$ cat config.mk
export PLATFORM = sky130hd
export DESIGN_NAME = acrp_top
export DESIGN_NICKNAME = d
export VERILOG_FILES = /design/src/inc/acrp_pkg.sv /design/src/inc/acrp_res_if.sv /design/src/verilog/acrp_top.sv /design/src/verilog/acrp_conv.sv
export VERILOG_INCLUDE_DIRS = /design/src /design/src/inc
export SDC_FILE = /design/constraint.sdc
export NUM_CORES = 1
export LEC_CHECK = 0
export ABC_AREA = 1
export CELL_PAD_IN_SITES_DETAIL_PLACEMENT = 0
export CELL_PAD_IN_SITES_GLOBAL_PLACEMENT = 1
export CORE_AREA = 2 2 150 152
export CTS_CLUSTER_SIZE = 30
export DETAILED_ROUTE_END_ITERATION = 10
export DIE_AREA = 0 0 152 154
export DONT_BUFFER_PORTS = 1
export PLACE_DENSITY_LB_ADDON = 0.08
export SLEW_MARGIN = 20
export SYNTH_ARGS = -nofsm -noshare
export SYNTH_HDL_FRONTEND = slang
export SYNTH_HIERARCHICAL = 1
export SYNTH_SLANG_ARGS = --single-unit
$ cat constraint.sdc
create_clock -name i_clk -period 3.85 [get_ports i_clk]
set_input_delay 0.1925 -clock i_clk [delete_from_list [all_inputs] [get_ports i_clk]]
set_output_delay 0.1925 -clock i_clk [all_outputs]
set_load 0.01 [all_outputs]
$ cat src/inc/acrp_regs.svh
`ifndef ACRP_REGS_SVH
`define ACRP_REGS_SVH

// ****************************************
// Timing
// ****************************************
`define ACRP_CLK_PERIOD_NS  40
`define ACRP_CONV_TIME_NS   4000
`define ACRP_CONV_CYCLES    ((`ACRP_CONV_TIME_NS + `ACRP_CLK_PERIOD_NS - 1) / `ACRP_CLK_PERIOD_NS)
`define ACRP_HOST_RESET_NS  50

// ****************************************
// Result and serial layout
// ****************************************
`define ACRP_SER_BITS       4'he
`define ACRP_SER_MSB_IDX    4'hd
`define ACRP_SER_ONE_BIT    7
`define ACRP_SER_TWO_BIT    8
`define ACRP_SER_OE         16'h0180
`define ACRP_BYTE_OE        16'h00ff
`define ACRP_RESULT_RESET   14'h0000
`define ACRP_SYNC_IDLE      8'h18

`endif

$ cat src/inc/acrp_pkg.sv
package acrp_pkg;
    typedef logic [13:0]      acrp_word_t;
    typedef acrp_word_t [7:0] acrp_bank_t;
    typedef enum logic [1:0] {
        ACRP_CV_IDLE = 2'h1,
        ACRP_CV_BUSY = 2'h2
    } acrp_cv_state_t;
endpackage : acrp_pkg

$ cat src/inc/acrp_res_if.sv
interface acrp_res_if;
    import acrp_pkg::*;
    logic       abort;
    logic       busy;
    acrp_bank_t result;
    modport conv (input abort, output busy, output result);
    modport rd   (output abort, input busy, input result);
endinterface : acrp_res_if

$ cat src/verilog/acrp_top.sv
`include "acrp_regs.svh"

module acrp_top (
    input  wire logic                 i_clk,
    input  wire logic                 i_srst,
    input  wire logic                 i_reset_pin,
    input  wire logic                 i_start_input_group_one,
    input  wire logic                 i_start_input_group_two,
    input  wire logic                 i_cs_n,
    input  wire logic                 i_read_strobe_n,
    input  wire logic                 i_interface_select,
    input  wire logic                 i_byte_mode_select,
    input  wire logic                 i_high_byte_first,
    input  wire acrp_pkg::acrp_bank_t i_chan_data,
    output logic                      o_busy,
    output logic [15:0]               o_parallel_result_bus,
    output logic [15:0]               o_parallel_result_bus_oe,
    output logic                      o_first_channel_marker,
    output logic                      o_first_channel_marker_oe
);
    import acrp_pkg::*;

    // ****************************************
    // Pin synchronisers
    // ****************************************
    logic [7:0] pin_raw, sync1_r, sync2_r, prev_r;
    assign pin_raw = {i_reset_pin, i_start_input_group_one, i_start_input_group_two, i_cs_n,
                      i_read_strobe_n, i_interface_select, i_byte_mode_select, i_high_byte_first};

    genvar g;
    generate
        for (g = 0; g < 8; g++) begin : g_sync
            // Reset to the pin's idle level, so no false select or strobe edge
            localparam logic idle = 1'(`ACRP_SYNC_IDLE >> g);
            always_ff @(posedge i_clk) begin
                if (i_srst) begin
                    sync1_r[g] <= idle;
                    sync2_r[g] <= idle;
                    prev_r[g]  <= idle;
                end else begin
                    sync1_r[g] <= pin_raw[g];
                    sync2_r[g] <= sync1_r[g];
                    prev_r[g]  <= sync2_r[g];
                end
            end
        end
    endgenerate

    logic rst_s, cs_s, rd_s, if_s, bs_s, hbf_s;
    logic rst_pin_rise, cs_fall, rd_fall, rd_rise, ser_mode, byte_mode;
    assign rst_s     = sync2_r[7];
    assign cs_s      = sync2_r[4];
    assign rd_s      = sync2_r[3];
    assign if_s      = sync2_r[2];
    assign bs_s      = sync2_r[1];
    assign hbf_s     = sync2_r[0];
    assign cs_fall   = prev_r[4] & ~cs_s;
    assign rd_fall   = prev_r[3] & ~rd_s;
    assign rd_rise   = ~prev_r[3] & rd_s;
    assign rst_pin_rise = rst_s & ~prev_r[7];
    assign ser_mode  = if_s & ~bs_s;
    assign byte_mode = if_s & bs_s;

    // ****************************************
    // Conversion engine
    // ****************************************
    acrp_res_if res_if ();
    assign res_if.abort = rst_pin_rise;

    acrp_conv acrp_conv_inst (
        .i_clk       (i_clk),
        .i_srst      (i_srst),
        .i_start_one (sync2_r[6]),
        .i_start_two (sync2_r[5]),
        .i_chan_data (i_chan_data),
        .res         (res_if.conv)
    );

    // output one carries channels 1-4, output two 5-8
    function automatic logic [15:0] ser_bits(input acrp_bank_t bank, input logic [1:0] ch, input logic [3:0] idx);
        logic [15:0] v;
        v = 16'h0000;
        v[`ACRP_SER_ONE_BIT] = bank[{1'h0, ch}][idx];
        v[`ACRP_SER_TWO_BIT] = bank[{1'h1, ch}][idx];
        return v;
    endfunction : ser_bits

    // High byte carries sign copies above bit 13
    function automatic logic [7:0] byte_of(input acrp_word_t w, input logic hi);
        return hi ? {w[13], w[13], w[13:8]} : w[7:0];
    endfunction : byte_of

    // ****************************************
    // Readout
    // ****************************************
    acrp_bank_t  bank;
    acrp_word_t  cur;
    logic [2:0]  ch_r, ch_nxt;
    logic [3:0]  pos_r, pos_nxt;
    logic [3:0]  fcnt_r, fcnt_nxt;
    logic        half_r, half_nxt;
    logic [15:0] data_r, data_nxt;
    logic [15:0] oe_r, oe_nxt;
    logic        mark_r, mark_nxt;
    logic        moe_r, moe_nxt;
    logic [15:0] exp_shift;

    assign bank      = res_if.result;
    assign cur       = bank[ch_r];
    assign exp_shift = ser_bits(bank, ch_r[1:0], 4'(`ACRP_SER_MSB_IDX - pos_r));

    always_comb begin
        ch_nxt   = ch_r;
        pos_nxt  = pos_r;
        fcnt_nxt = fcnt_r;
        half_nxt = half_r;
        data_nxt = data_r;
        mark_nxt = mark_r;
        oe_nxt   = 16'h0000;
        moe_nxt  = 1'h0;
        if (rst_pin_rise) begin
            ch_nxt   = 3'h0;
            pos_nxt  = 4'h0;
            fcnt_nxt = 4'h0;
            half_nxt = 1'h0;
            data_nxt = 16'h0000;
            mark_nxt = 1'h0;
        end else if (cs_s) begin
            mark_nxt = 1'h0;
        end else begin
            moe_nxt = 1'h1;
            // drive while selected; serial drives whole frame, parallel and byte only while reading
            if (ser_mode)
                oe_nxt = `ACRP_SER_OE;
            else if (byte_mode)
                oe_nxt = rd_s ? 16'h0000 : `ACRP_BYTE_OE;
            else
                oe_nxt = rd_s ? 16'h0000 : 16'hffff;
            if (cs_fall) begin
                ch_nxt   = 3'h0;
                half_nxt = 1'h0;
                fcnt_nxt = 4'h0;
                pos_nxt  = 4'h1;
                mark_nxt = ser_mode;
                if (ser_mode)
                    data_nxt = ser_bits(bank, 2'h0, `ACRP_SER_MSB_IDX);
            end else if (ser_mode) begin
                if (rd_rise) begin
                    if (pos_r == `ACRP_SER_BITS) begin
                        ch_nxt   = ch_r + 3'h1;
                        pos_nxt  = 4'h1;
                        data_nxt = ser_bits(bank, 2'(ch_r + 3'h1), `ACRP_SER_MSB_IDX);
                    end else begin
                        pos_nxt  = pos_r + 4'h1;
                        data_nxt = exp_shift;
                    end
                end
                // marker low on 14th clock fall
                if (rd_fall && fcnt_r != `ACRP_SER_BITS)
                    fcnt_nxt = fcnt_r + 4'h1;
                if (fcnt_nxt == `ACRP_SER_BITS)
                    mark_nxt = 1'h0;
            end else if (rd_fall) begin
                mark_nxt = (ch_r == 3'h0) && !half_r;
                if (byte_mode) begin
                    data_nxt = {8'h00, byte_of(cur, hbf_s ^ half_r)};
                    half_nxt = ~half_r;
                    if (half_r)
                        ch_nxt = ch_r + 3'h1;
                end else begin
                    // sign copies on 15 and 14
                    data_nxt = {cur[13], cur[13], cur};
                    ch_nxt   = ch_r + 3'h1;
                end
            end
        end
    end

    always_ff @(posedge i_clk) begin
        if (i_srst) begin
            ch_r   <= 3'h0;
            pos_r  <= 4'h0;
            fcnt_r <= 4'h0;
            half_r <= 1'h0;
            data_r <= 16'h0000;
            oe_r   <= 16'h0000;
            mark_r <= 1'h0;
            moe_r  <= 1'h0;
        end else begin
            ch_r   <= ch_nxt;
            pos_r  <= pos_nxt;
            fcnt_r <= fcnt_nxt;
            half_r <= half_nxt;
            data_r <= data_nxt;
            oe_r   <= oe_nxt;
            mark_r <= mark_nxt;
            moe_r  <= moe_nxt;
        end
    end

    assign o_busy                    = res_if.busy;
    assign o_parallel_result_bus     = data_r;
    assign o_parallel_result_bus_oe  = oe_r;
    assign o_first_channel_marker    = mark_r;
    assign o_first_channel_marker_oe = moe_r;
endmodule : acrp_top

$ cat src/verilog/acrp_conv.sv
`include "acrp_regs.svh"

module acrp_conv (
    input  wire logic                i_clk,
    input  wire logic                i_srst,
    input  wire logic                i_start_one,
    input  wire logic                i_start_two,
    input  wire acrp_pkg::acrp_bank_t i_chan_data,
    acrp_res_if.conv                 res
);
    import acrp_pkg::*;

    acrp_cv_state_t st_r, st_nxt;
    logic [6:0]     cnt_r, cnt_nxt;
    logic           one_prev_r, two_prev_r;
    logic           one_seen_r, one_seen_nxt;
    logic           two_seen_r, two_seen_nxt;
    logic           busy_r, busy_nxt;
    acrp_bank_t     res_r, res_nxt;
    logic           rise_one, rise_two;

    assign rise_one   = i_start_one & ~one_prev_r;
    assign rise_two   = i_start_two & ~two_prev_r;
    assign res.busy   = busy_r;
    assign res.result = res_r;

    // ****************************************
    // Conversion sequencer
    // ****************************************
    always_comb begin
        st_nxt       = st_r;
        cnt_nxt      = cnt_r;
        one_seen_nxt = one_seen_r;
        two_seen_nxt = two_seen_r;
        busy_nxt     = busy_r;
        res_nxt      = res_r;
        case (st_r)
            ACRP_CV_IDLE: begin
                one_seen_nxt = one_seen_r | rise_one;
                two_seen_nxt = two_seen_r | rise_two;
                if (one_seen_nxt && two_seen_nxt) begin
                    st_nxt       = ACRP_CV_BUSY;
                    busy_nxt     = 1'h1;
                    cnt_nxt      = 7'h00;
                    one_seen_nxt = 1'h0;
                    two_seen_nxt = 1'h0;
                end
            end
            ACRP_CV_BUSY: begin
                cnt_nxt = cnt_r + 7'h01;
                if (cnt_r == 7'(`ACRP_CONV_CYCLES - 1)) begin
                    st_nxt   = ACRP_CV_IDLE;
                    busy_nxt = 1'h0;
                    res_nxt  = i_chan_data;
                end
            end
            default: begin
                st_nxt   = ACRP_CV_IDLE;
                busy_nxt = 1'h0;
            end
        endcase
        if (res.abort) begin
            st_nxt       = ACRP_CV_IDLE;
            busy_nxt     = 1'h0;
            cnt_nxt      = 7'h00;
            one_seen_nxt = 1'h0;
            two_seen_nxt = 1'h0;
            res_nxt      = {8{`ACRP_RESULT_RESET}};
        end
    end

    always_ff @(posedge i_clk) begin
        if (i_srst) begin
            st_r       <= ACRP_CV_IDLE;
            cnt_r      <= 7'h00;
            one_prev_r <= 1'h0;
            two_prev_r <= 1'h0;
            one_seen_r <= 1'h0;
            two_seen_r <= 1'h0;
            busy_r     <= 1'h0;
            res_r      <= {8{`ACRP_RESULT_RESET}};
        end else begin
            st_r       <= st_nxt;
            cnt_r      <= cnt_nxt;
            one_prev_r <= i_start_one;
            two_prev_r <= i_start_two;
            one_seen_r <= one_seen_nxt;
            two_seen_r <= two_seen_nxt;
            busy_r     <= busy_nxt;
            res_r      <= res_nxt;
        end
    end
endmodule : acrp_conv

==> flow_summary.yaml, run 1 <==
global_route:
  grt_pass1_vias: 7632
  grt_max_degree: 114
  antenna_found_initial: 1
  grt_usage_pct: 22.48
  grt_pass1_wl_um: 42570
  grt_overflow: 0
synth:
  synth-main-ff-cell: "dfxtp_1"
  synthTopCellsByArea: "dfxtp_1 (41%), nand2_1 (15%), a21oi_1 (9.0%), nand4_1 (8.2%), nand3_1 (4.7%)"
  netlist_instances: 1196
  ys_types: 44
  syn-cell-area_mm2: 0.008589
  synth_seq_cells: 176
  yosysTopAreaCellShare_pct: 41.02
  yosys.cell_count.top_type: "nand2_1"
  synth_common_cells: "nand2_1 (332), dfxtp_1 (176), a21oi_1 (154)"
  yosysWarningCount: 6
  synthArstFlopShare_pct: 0
  synth-edff-count: 0
  synth_fp_nets: 1327
  synth_top_cell_by_area: "dfxtp_1"
  synth-seq-area-share_pct: 41.02
  syn_area_per_cell_um2: 7.182
timing:
  finalSetupViolCount: 0
  hold_viol: 0
  min_period_ns: 2.396
  slew-limit-headroom_pct: 40.04
  final.setup.worst_slack_ns: 1.454
  setup-tns-final_ns: 0
  skew_ns: 0.01036
  fin_crit_sh_pct: 62.23
  rsz0062_at_grt: "no"
  fmax_mhz: 417.4
  tightestPinTransition_ns: 0.8994
  report.final.slew_viol_count: 0
  timing.hold.ws_ns: 0.01703
finish:
  nets: 1375
  drive_above_1_share_pct: 6.847
  syn_to_final_growth_pct: 19.05
  fin_cells: 1537
  num-fill-cells: 2282
setup_path:
  critPathLaunchType: "flop"
  arrival_ns: 2.75
  critPathKind: "flop to flop"
  critPathRequiredTime_ns: 4.21
  critPathMaxFanout: 67
  critPathCaptureType: "flop"
routing:
  vias: 8096
  routedWlPerCell_um: 17.11
  drc: 0
  wirelength_um: 26300
  antenna_left: 0
  avgViaCountPerCell: 5.267
  drt_pass1_iterations: 5
  first_iter_violations: 577
place:
  hpwl_um: 17500
  place_congestion: 0.8054
  io_buffers: 0
  place_ws_ns: 1.462
  dp.cells: 1385
cts:
  cts_tree: "built"
  cts.path.max_buffers: 2
  worstSkewPairLatency_ns: 0.43
  cts_sinks: 176
  cts_root_buffer: "clkbuf_16"
  path_clk_slew_ns: 0.07
  htree_levels: 4
  cts_resized: 0
  cts_buffers: 17
run:
  maxCapViolations: 0
floorplanning:
  initial_core_util_pct: 39.60
  num_rows: 54
  io_pins: 157
  dieArea_mm2: 0.02341
  chipWidth_um: 152
  core-area_mm2: 0.02169
  die_y_um: 154
min_path:
  hp-class: "primary input to flop"
pwr:
  power.density_mw_per_mm2: 366.3
  power.leakage_nw: 3.628
  peakVddDrop_mv: 0.3029
status:
  outcome: "complete, no violations"
## metrics by stage
step,utilization (%),cell area [µm²],total power [mW]
2_1_floorplan,-,8589,1.981
3_3_place_gp,39.03,8464,2.008
3_5_place_dp,39.03,8464,2.008
4_1_cts,47.12,10220,3.791
5_1_grt,47.15,10230,3.874
6_report,47.15,10230,3.746
## cells by family (layout without fill, tap and decap cells)
| logic type | after synthesis | count (layout) | share of synthesized area (%) |
|---|---|---|---|
| and+or+nand+nor | 613 | 613 | 33.18 |
| AOI/OAI and AO/OA | 222 | 222 | 13.74 |
| DFF | 176 | 176 | 41.02 |
| buffers and inverters | 169 | 229 | 10.04 |
| adders and majority gates | 9 | 9 | 1.311 |
| xor gates and xnor gates | 7 | 7 | 0.7138 |
| other | 0 | 1 | 0 |
## power breakdown
group / total [mW] / switching, mW / internal, mW
registers: 1.84 / 0.00792 / 1.83
logic: 0.230 / 0.120 / 0.110
clock network: 1.68 / 0.762 / 0.914
total: 3.75 / 0.890 / 2.86
## what timing repair did
| item | in CTS | in global routing |
|---|---|---|
| hold buffers | 120 | 0 |
| endpoints found under the hold margin | 134 | 0 |
| buffers inserted | 0 | 0 |
## path summary, 6_finish.rpt
kind / start / to / slack, ns / depth (start not counted)
min: i_chan_data[64] / acrp_conv_inst/res.result[64] / 0.02 / 2
min reg2reg: sync1_r[6] / sync2_r[6] / 0.40 / 2
max: acrp_conv_inst/st_r[1] / acrp_conv_inst/res.result[64] / 1.45 / 6
max reg2reg: acrp_conv_inst/st_r[1] / acrp_conv_inst/res.result[64] / 1.45 / 6
## flip-flops by register name (all words and copies together), names as in the netlist, 3 cells and up
| name | count |
|---|---|
| o_parallel_result_bus_oe | 4 |
| prev_r | 3 |
| ch_r | 3 |
| sync1_r | 8 |
| pos_r | 4 |
| acrp_conv_inst/res.result | 112 |
| acrp_conv_inst/cnt_r | 7 |
| fcnt_r | 4 |
| o_parallel_result_bus | 14 |
## cell usage in the layout, fill, tap and decap left out, types with 3 or more instances in the layout
cell type      synthesis  routed
a31oi_1                3       3
a21oi_1              154     154
nor3_1                 4       4
o21ai_0               31      31
inv_2                  7       7
ha_1                   9       9
o211ai_1               7       7
clkbuf_16              0      17
dfxtp_1              176     175
inv_1                 53      52
dlygate4sd3_1          0     120
inv_6                  0       3
nand4_1              113     113
a21oi_2                4       4
or2_2                  5       5
xor2_1                 6       6
nand2_2                6       6
nand3_1               81      80
nor2_1                53      51
nand2_1              332     332
buf_4                 26      13
clkinv_2               0       4
nor2_4                 3       5
o21ai_1               14      14
nand3_2                3       3
## layer usage
layer  vias up  share of wire (%)  GRT usage, %
met4         0                1.5         5.518
met2       170                 46         35.93
li1       4144                  -             -
met5         -                  0             0
met1      3754                 48         31.87
met3        28                4.1         3.495
## worst max-delay path, stage by stage, from the launching register on
cell and delay [ns]:
dfxtp_1 0.39, inv_1 0.10, nor2_4 0.12, buf_4 0.49, buf_4 0.69, nand4_1 0.27, a21oi_1 0.22
## area by class of cell
cell class | count | area, µm² | share of cell area [%]
Clock inverter | 11 | 107.6 | 1.052
Inverter | 64 | 246.5 | 2.410
Multi-Input combinational cell | 851 | 4238 | 41.44
Sequential cell | 176 | 3525 | 34.47
Timing Repair Buffer | 134 | 1310 | 12.81
Tap cell | 280 | 350.3 | 3.426
Antenna cell | 1 | 2.502 | 0.02447
Clock buffer | 20 | 446.7 | 4.368
Power figures use the tool's default switching activity.
==> run 2: changes to the inputs <==
==> constraint.sdc (replaced) <==
create_clock -name i_clk -period 2.2 [get_ports i_clk]
set_input_delay 0.11 -clock i_clk [delete_from_list [all_inputs] [get_ports i_clk]]
set_output_delay 0.11 -clock i_clk [all_outputs]
set_load 0.01 [all_outputs]
==> run 2 against run 1 <==
Via count grew 0.73%; clock-buffer cell count down 2; design area up 3.0%; first-iteration DRC count is 11% lower; global-route usage is essentially flat; combinational power is 85% higher; core utilization grew 1.4 points; hold slack improved by 0.28 ns.
==> flow_summary.yaml, run 2 (synthesis results as in run 1) <==
global_route:
  antenna_found_initial: 0
  grt_usage_pct: 22.49
  grt_max_degree: 113
  grt_pass1_vias: 7758
  grt_pass1_wl_um: 42320
  grt_overflow: 0
cts:
  cts_tree: "built"
  cts.path.max_buffers: 2
  cts_buffers: 17
  cts_root_buffer: "clkbuf_16"
  htree_levels: 4
  cts_sinks: 176
  worstSkewPairLatency_ns: 0.44
  path_clk_slew_ns: 0.07
  cts_resized: 0
floorplanning:
  dieArea_mm2: 0.02341
  initial_core_util_pct: 39.60
  die_y_um: 154
  core-area_mm2: 0.02169
  chipWidth_um: 152
  io_pins: 157
  num_rows: 54
run:
  maxCapViolations: 0
pwr:
  intPower_mw: 5.183
  peakVddDrop_mv: 0.4790
  swShare_pct: 24.56
  power.leakage_nw: 3.782
  pwr-share-seq_pct: 46.8
  power.switching_mw: 1.688
  power.density_mw_per_mm2: 652.3
  clock_power_share_pct: 47.0
  comb_power_share_pct: 6.2
setup_path:
  critPathSlowestCell: "dfxtp_1"
  critPathRequiredTime_ns: 2.52
  cpMostUsedCell: "buf_12"
  critPathKind: "flop to flop"
  critPathCaptureType: "flop"
  critPathTopFamily: "buffers and inverters"
  arrival_ns: 2.17
  critPathMaxFanout: 112
  critical_path.max_stage_delay_ns: 0.38
  crit_buf_inv: 3
  critPathLaunchType: "flop"
  cp_cell_sequence: "ha_1 > inv_1 > nor3_4 > buf_12 > nand3_4 > buf_12 > nand2_1 > a21oi_1"
finish:
  layout_commonest_cell: "nand2_1"
  antenna_cells: 0
  fin_cells: 1552
  num-fill-cells: 2208
  layout_common_cells: "nand2_1 (332), dfxtp_1 (175), a21oi_1 (154)"
  nets: 1390
  syn_to_final_growth_pct: 22.62
  largest_register_ffs: 112
  design_area_mm2: 0.01053
  drive_above_1_share_pct: 8.097
routing:
  first_iter_violations: 514
  antenna_left: 0
  routedWlPerCell_um: 17.07
  avgViaCountPerCell: 5.255
  drc: 0
  drt_pass1_iterations: 6
  vias: 8155
  wirelength_um: 26490
timing:
  slew-limit-headroom_pct: 50.73
  hold_viol: 0
  rsz0062_at_grt: "no"
  report.final.slew_viol_count: 0
  finalSetupViolCount: 0
  tightestPinTransition_ns: 0.7366
  fin_crit_sh_pct: 84.07
  min_period_ns: 1.850
  setup-tns-final_ns: 0
  fmax_mhz: 540.7
  skew_ns: 0.01127
place:
  dp.cells: 1399
  io_buffers: 0
  placed_area_mm2: 0.008695
  hpwl_um: 18450
  place_congestion: 0.8683
status:
  outcome: "complete, no violations"
min_path:
  hp-class: "primary input to flop"
==> run 2: routing by layer <==
layer	vias to the layer above	share of wire, %	track usage [%]
met5	-	0	0
met4	0	1.5	5.919
met3	24	3.7	3.636
met2	201	47	37.22
met1	3755	47	30.60
li1	4175	-	-
==> run 2: worst paths after layout <==
check / from / to / slack [ns] / cells after the start
setup / recovery: acrp_conv_inst/cnt_r[0] / acrp_conv_inst/res.result[57] / 0.35 / 8
hold / removal: i_cs_n / sync1_r[4] / 0.30 / 2
setup reg to reg: acrp_conv_inst/cnt_r[0] / acrp_conv_inst/res.result[57] / 0.35 / 8
hold reg to reg: sync1_r[7] / rst_s / 0.40 / 2
==> run 2: stage by stage <==
| stage | util (%) | total power [mW] | hold slack [ns] | worst slack, ns |
|---|---|---|---|---|
| 2_1_floorplan | - | 3.467 | 0.1812 | 0.5017 |
| 3_3_place_gp | 40.09 | 3.536 | 0.1827 | 0.3699 |
| 3_5_place_dp | 40.09 | 3.535 | 0.1848 | 0.3890 |
| 4_1_cts | 48.56 | 6.933 | 0.2967 | 0.3774 |
| 5_1_grt | 48.56 | 7.087 | 0.3055 | 0.1805 |
| 6_report | 48.56 | 6.871 | 0.2985 | 0.3504 |
==> run 2: what timing repair did <==
item,CTS,global route
hold buffers,121,0
buffers inserted,0,0
hold endpoints to repair,140,0
==> run 2: worst reg2reg max path, delay by kind of cell, from the launching register on <==
kind | cells | cell delay (ns)
adder cells (fa/ha/maj) | 1 | 0.20
AO/OA/AOI/OAI | 1 | 0.07
buffers and inverters | 3 | 0.53
AND/OR/NAND/NOR | 3 | 0.56
flip-flops | 1 | 0.38
==> run 2: power by group through the flow <==
stage	clock network [mW]	logic (mW)	registers, mW
detailed placement	0	0.241	3.29
floorplan	0	0.178	3.29
global placement	0	0.243	3.29
finish	3.23	0.425	3.22
global route	3.40	0.464	3.22
CTS	3.29	0.424	3.22
==> run 2: final cells by class <==
class                   count  area (µm²)  share of cell area (%)
multi-input cells         851        4238                   40.24
flip-flops and latches    176        3525                   33.46
repair buffers            149        1546                   14.68
clock buffers              18       439.2                   4.170
well taps                 280       350.3                   3.326
inverters                  64       246.5                   2.340
clock inverters            14       187.7                   1.782
==> run 3: changes to the inputs <==
--- a/config.mk
+++ b/config.mk
@@ -6,13 +6,13 @@
 export SDC_FILE = /design/constraint.sdc
 export NUM_CORES = 1
 export LEC_CHECK = 0
-export ABC_AREA = 1
+export ABC_AREA = 0
 export CELL_PAD_IN_SITES_DETAIL_PLACEMENT = 0
 export CELL_PAD_IN_SITES_GLOBAL_PLACEMENT = 1
-export CORE_AREA = 2 2 150 152
+export CORE_AREA = 2 2 145 147
 export CTS_CLUSTER_SIZE = 30
 export DETAILED_ROUTE_END_ITERATION = 10
-export DIE_AREA = 0 0 152 154
+export DIE_AREA = 0 0 147 149
 export DONT_BUFFER_PORTS = 1
 export PLACE_DENSITY_LB_ADDON = 0.08
 export SLEW_MARGIN = 20
==> constraint.sdc (replaced) <==
create_clock -name i_clk -period 1.7 [get_ports i_clk]
set_input_delay 0.085 -clock i_clk [delete_from_list [all_inputs] [get_ports i_clk]]
set_output_delay 0.085 -clock i_clk [all_outputs]
set_load 0.01 [all_outputs]
==> run 3 against run 2 <==
The flow now finishes with violations (negative setup slack); sequential power increased by 29%; register-to-register slack got worse by 0.62 ns; clock-buffer cell count is 1 lower; setup slack worse by 0.62 ns; fmax down 6.3%; clock power increased by 27%; routed wire length increased by 5.7%; via count decreased by 8.0%; combinational power is 59% higher; critical path depth is 2 lower; sequential share of layout area is 4.7 points lower; critical endpoint is now o_parallel_result_bus[7].
==> flow_summary.yaml, run 3 <==
timing:
  skew_ns: 0.01951
  tightestPinTransition_ns: 0.7180
  min_period_ns: 1.974
  finalSetupViolCount: 90
  final.setup.worst_slack_ns: -0.2740
  report.final.slew_viol_count: 0
  rsz0062_at_grt: "yes"
  timing.hold.ws_ns: 0.01281
  setup-tns-final_ns: -7.268
  hold_viol: 0
  fin_crit_sh_pct: 116.1
  fmax_mhz: 506.6
  slew-limit-headroom_pct: 52.13
finish:
  seqCellArea_mm2: 0.003545
  layout_common_cells: "dfxtp_1 (167), nand2_1 (163), dlygate4sd3_1 (120)"
  syn_to_final_growth_pct: 53.45
  layout_commonest_cell: "dfxtp_1"
  num-fill-cells: 1703
  nets: 1238
  antenna_cells: 0
  design_area_mm2: 0.01234
  fin_cells: 1395
  multi_input_area_mm2: 0.005071
  drive_above_1_share_pct: 37.32
  finalCoreUtilization_pct: 60.04
  largest_register_ffs: 112
synth:
  syn-cell-area_mm2: 0.008044
  synth-main-ff-cell: "dfxtp_1"
  netlist_instances: 924
  synth_fp_nets: 1055
  synth_common_cells: "nand2_1 (250), dfxtp_1 (176), a21oi_1 (136)"
  synth_top_cell_by_area: "dfxtp_1"
  yosysWarningCount: 6
  synthArstFlopShare_pct: 0
  syn_area_per_cell_um2: 8.706
  synthTopCellsByArea: "dfxtp_1 (44%), nand2_1 (12%), mux4_2 (9.0%), a21oi_1 (8.5%), nor2b_1 (1.9%)"
  synth-seq-area-share_pct: 43.80
  ys_types: 60
  yosysTopAreaCellShare_pct: 43.80
  yosys.cell_count.top_type: "nand2_1"
  synth_seq_cells: 176
  synth-edff-count: 0
status:
  violations: "negative setup slack"
  outcome: "finished with violations"
floorplanning:
  num_rows: 53
  dieArea_mm2: 0.02190
  core-area_mm2: 0.02056
  chipWidth_um: 147
  die_y_um: 149
  initial_core_util_pct: 39.13
  io_pins: 157
setup_path:
  critPathLaunchType: "flop"
  rr_worst_depth: 6
  critPathSlowestCell: "mux4_2"
  arrival_ns: 2.29
  critical_path.max_stage_delay_ns: 0.55
  critPathMaxFanout: 8
  cp_cell_sequence: "mux4_2 > mux2_4 > o21ai_4 > a21oi_2 > a2111oi_4 > o22ai_1"
  critPathCaptureType: "flop"
  critPathKind: "flop to flop"
  critPathRequiredTime_ns: 2.02
routing:
  routedWlPerCell_um: 20.07
  antenna_left: 0
  vias: 7499
  wirelength_um: 28000
  drc: 0
  avgViaCountPerCell: 5.376
  first_iter_violations: 570
  drt_pass1_iterations: 5
place:
  io_buffers: 0
  place_ws_ns: -0.3457
  place_congestion: 0.8591
  dp.cells: 1194
  placed_area_mm2: 0.008697
  hpwl_um: 17630
pwr:
  peakVddDrop_mv: 0.6196
  power.leakage_nw: 4.712
  power_mw: 8.929
  power.density_mw_per_mm2: 723.4
cts:
  cts.path.max_buffers: 2
  worstSkewPairLatency_ns: 0.45
  path_clk_slew_ns: 0.07
  cts_sinks: 176
  cts_tree: "built"
  cts_buffers: 17
  htree_levels: 4
  cts_root_buffer: "clkbuf_16"
global_route:
  grt_usage_pct: 23.78
  grt_pass1_vias: 7350
  grt_overflow: 0
  grt_max_degree: 48
  antenna_found_initial: 0
  grt_pass1_wl_um: 40070
run:
  maxCapViolations: 0
min_path:
  hp-class: "primary input to flop"
  hold_depth: 2
-- run 3: kinds of logic (layout without fill, tap and decap cells) --
| group | after synthesis | after routing | synth area share, % |
|---|---|---|---|
| AOI/OAI and AO/OA | 205 | 205 | 14.78 |
| DFF | 176 | 176 | 43.80 |
| adders and majority gates | 9 | 9 | 1.400 |
| buffers and inverters | 92 | 288 | 6.346 |
| and+or+nand+nor | 386 | 386 | 21.33 |
| muxes | 51 | 51 | 11.81 |
| xor gates and xnor gates | 5 | 5 | 0.5445 |
-- run 3: routing by layer --
metal	wire (µm)	global-route usage, %	share of wire (%)	vias to the layer above
met5	0	0	0	-
met1	12030	31.37	43	3674
met2	13730	39.46	49	228
li1	-	-	-	3556
met4	477	7.212	1.7	0
met3	1768	5.107	6.3	41
-- run 3: timing repair --
action | CTS | global route
endpoints found under the setup margin | 90 | 117
pin swaps | 23 | 137
gates cloned | 7 | 10
endpoints found under the hold margin | 142 | 0
hold buffers | 121 | 0
setup buffers | 19 | 17
gates resized for setup | 61 | 264
-- run 3: where the power goes --
part / total, mW / switching (mW) / leakage [nW] / internal, mW
registers: 4.16 / 0.0166 / 1.43 / 4.14
clock network: 4.10 / 1.97 / 0.301 / 2.13
logic: 0.674 / 0.334 / 2.98 / 0.340
-- run 3: final cells by class --
cell class / count / share of cell area [%]
Clock buffer: 17 / 3.447
Inverter: 11 / 0.3548
Timing Repair Buffer: 245 / 22.09
Clock inverter: 15 / 1.521
Sequential cell: 176 / 28.72
Multi-Input combinational cell: 656 / 41.08
Tap cell: 275 / 2.788
-- run 3: critical path, delay by kind of cell, from the launching register on --
family	cells	cell delay (ns)
AO/OA/AOI/OAI	4	0.55
flip-flops	1	0.44
multiplexers	2	0.87
-- run 3: path summary, 6_finish.rpt --
| kind | end | slack, ns | from |
|---|---|---|---|
| min reg2reg | rd_s | 0.41 | sync1_r[3] |
| max reg2reg | o_parallel_result_bus[7] | -0.27 | ch_r[0] |
| max | o_parallel_result_bus[7] | -0.27 | ch_r[0] |
| min | acrp_conv_inst/res.result[10] | 0.01 | i_srst |
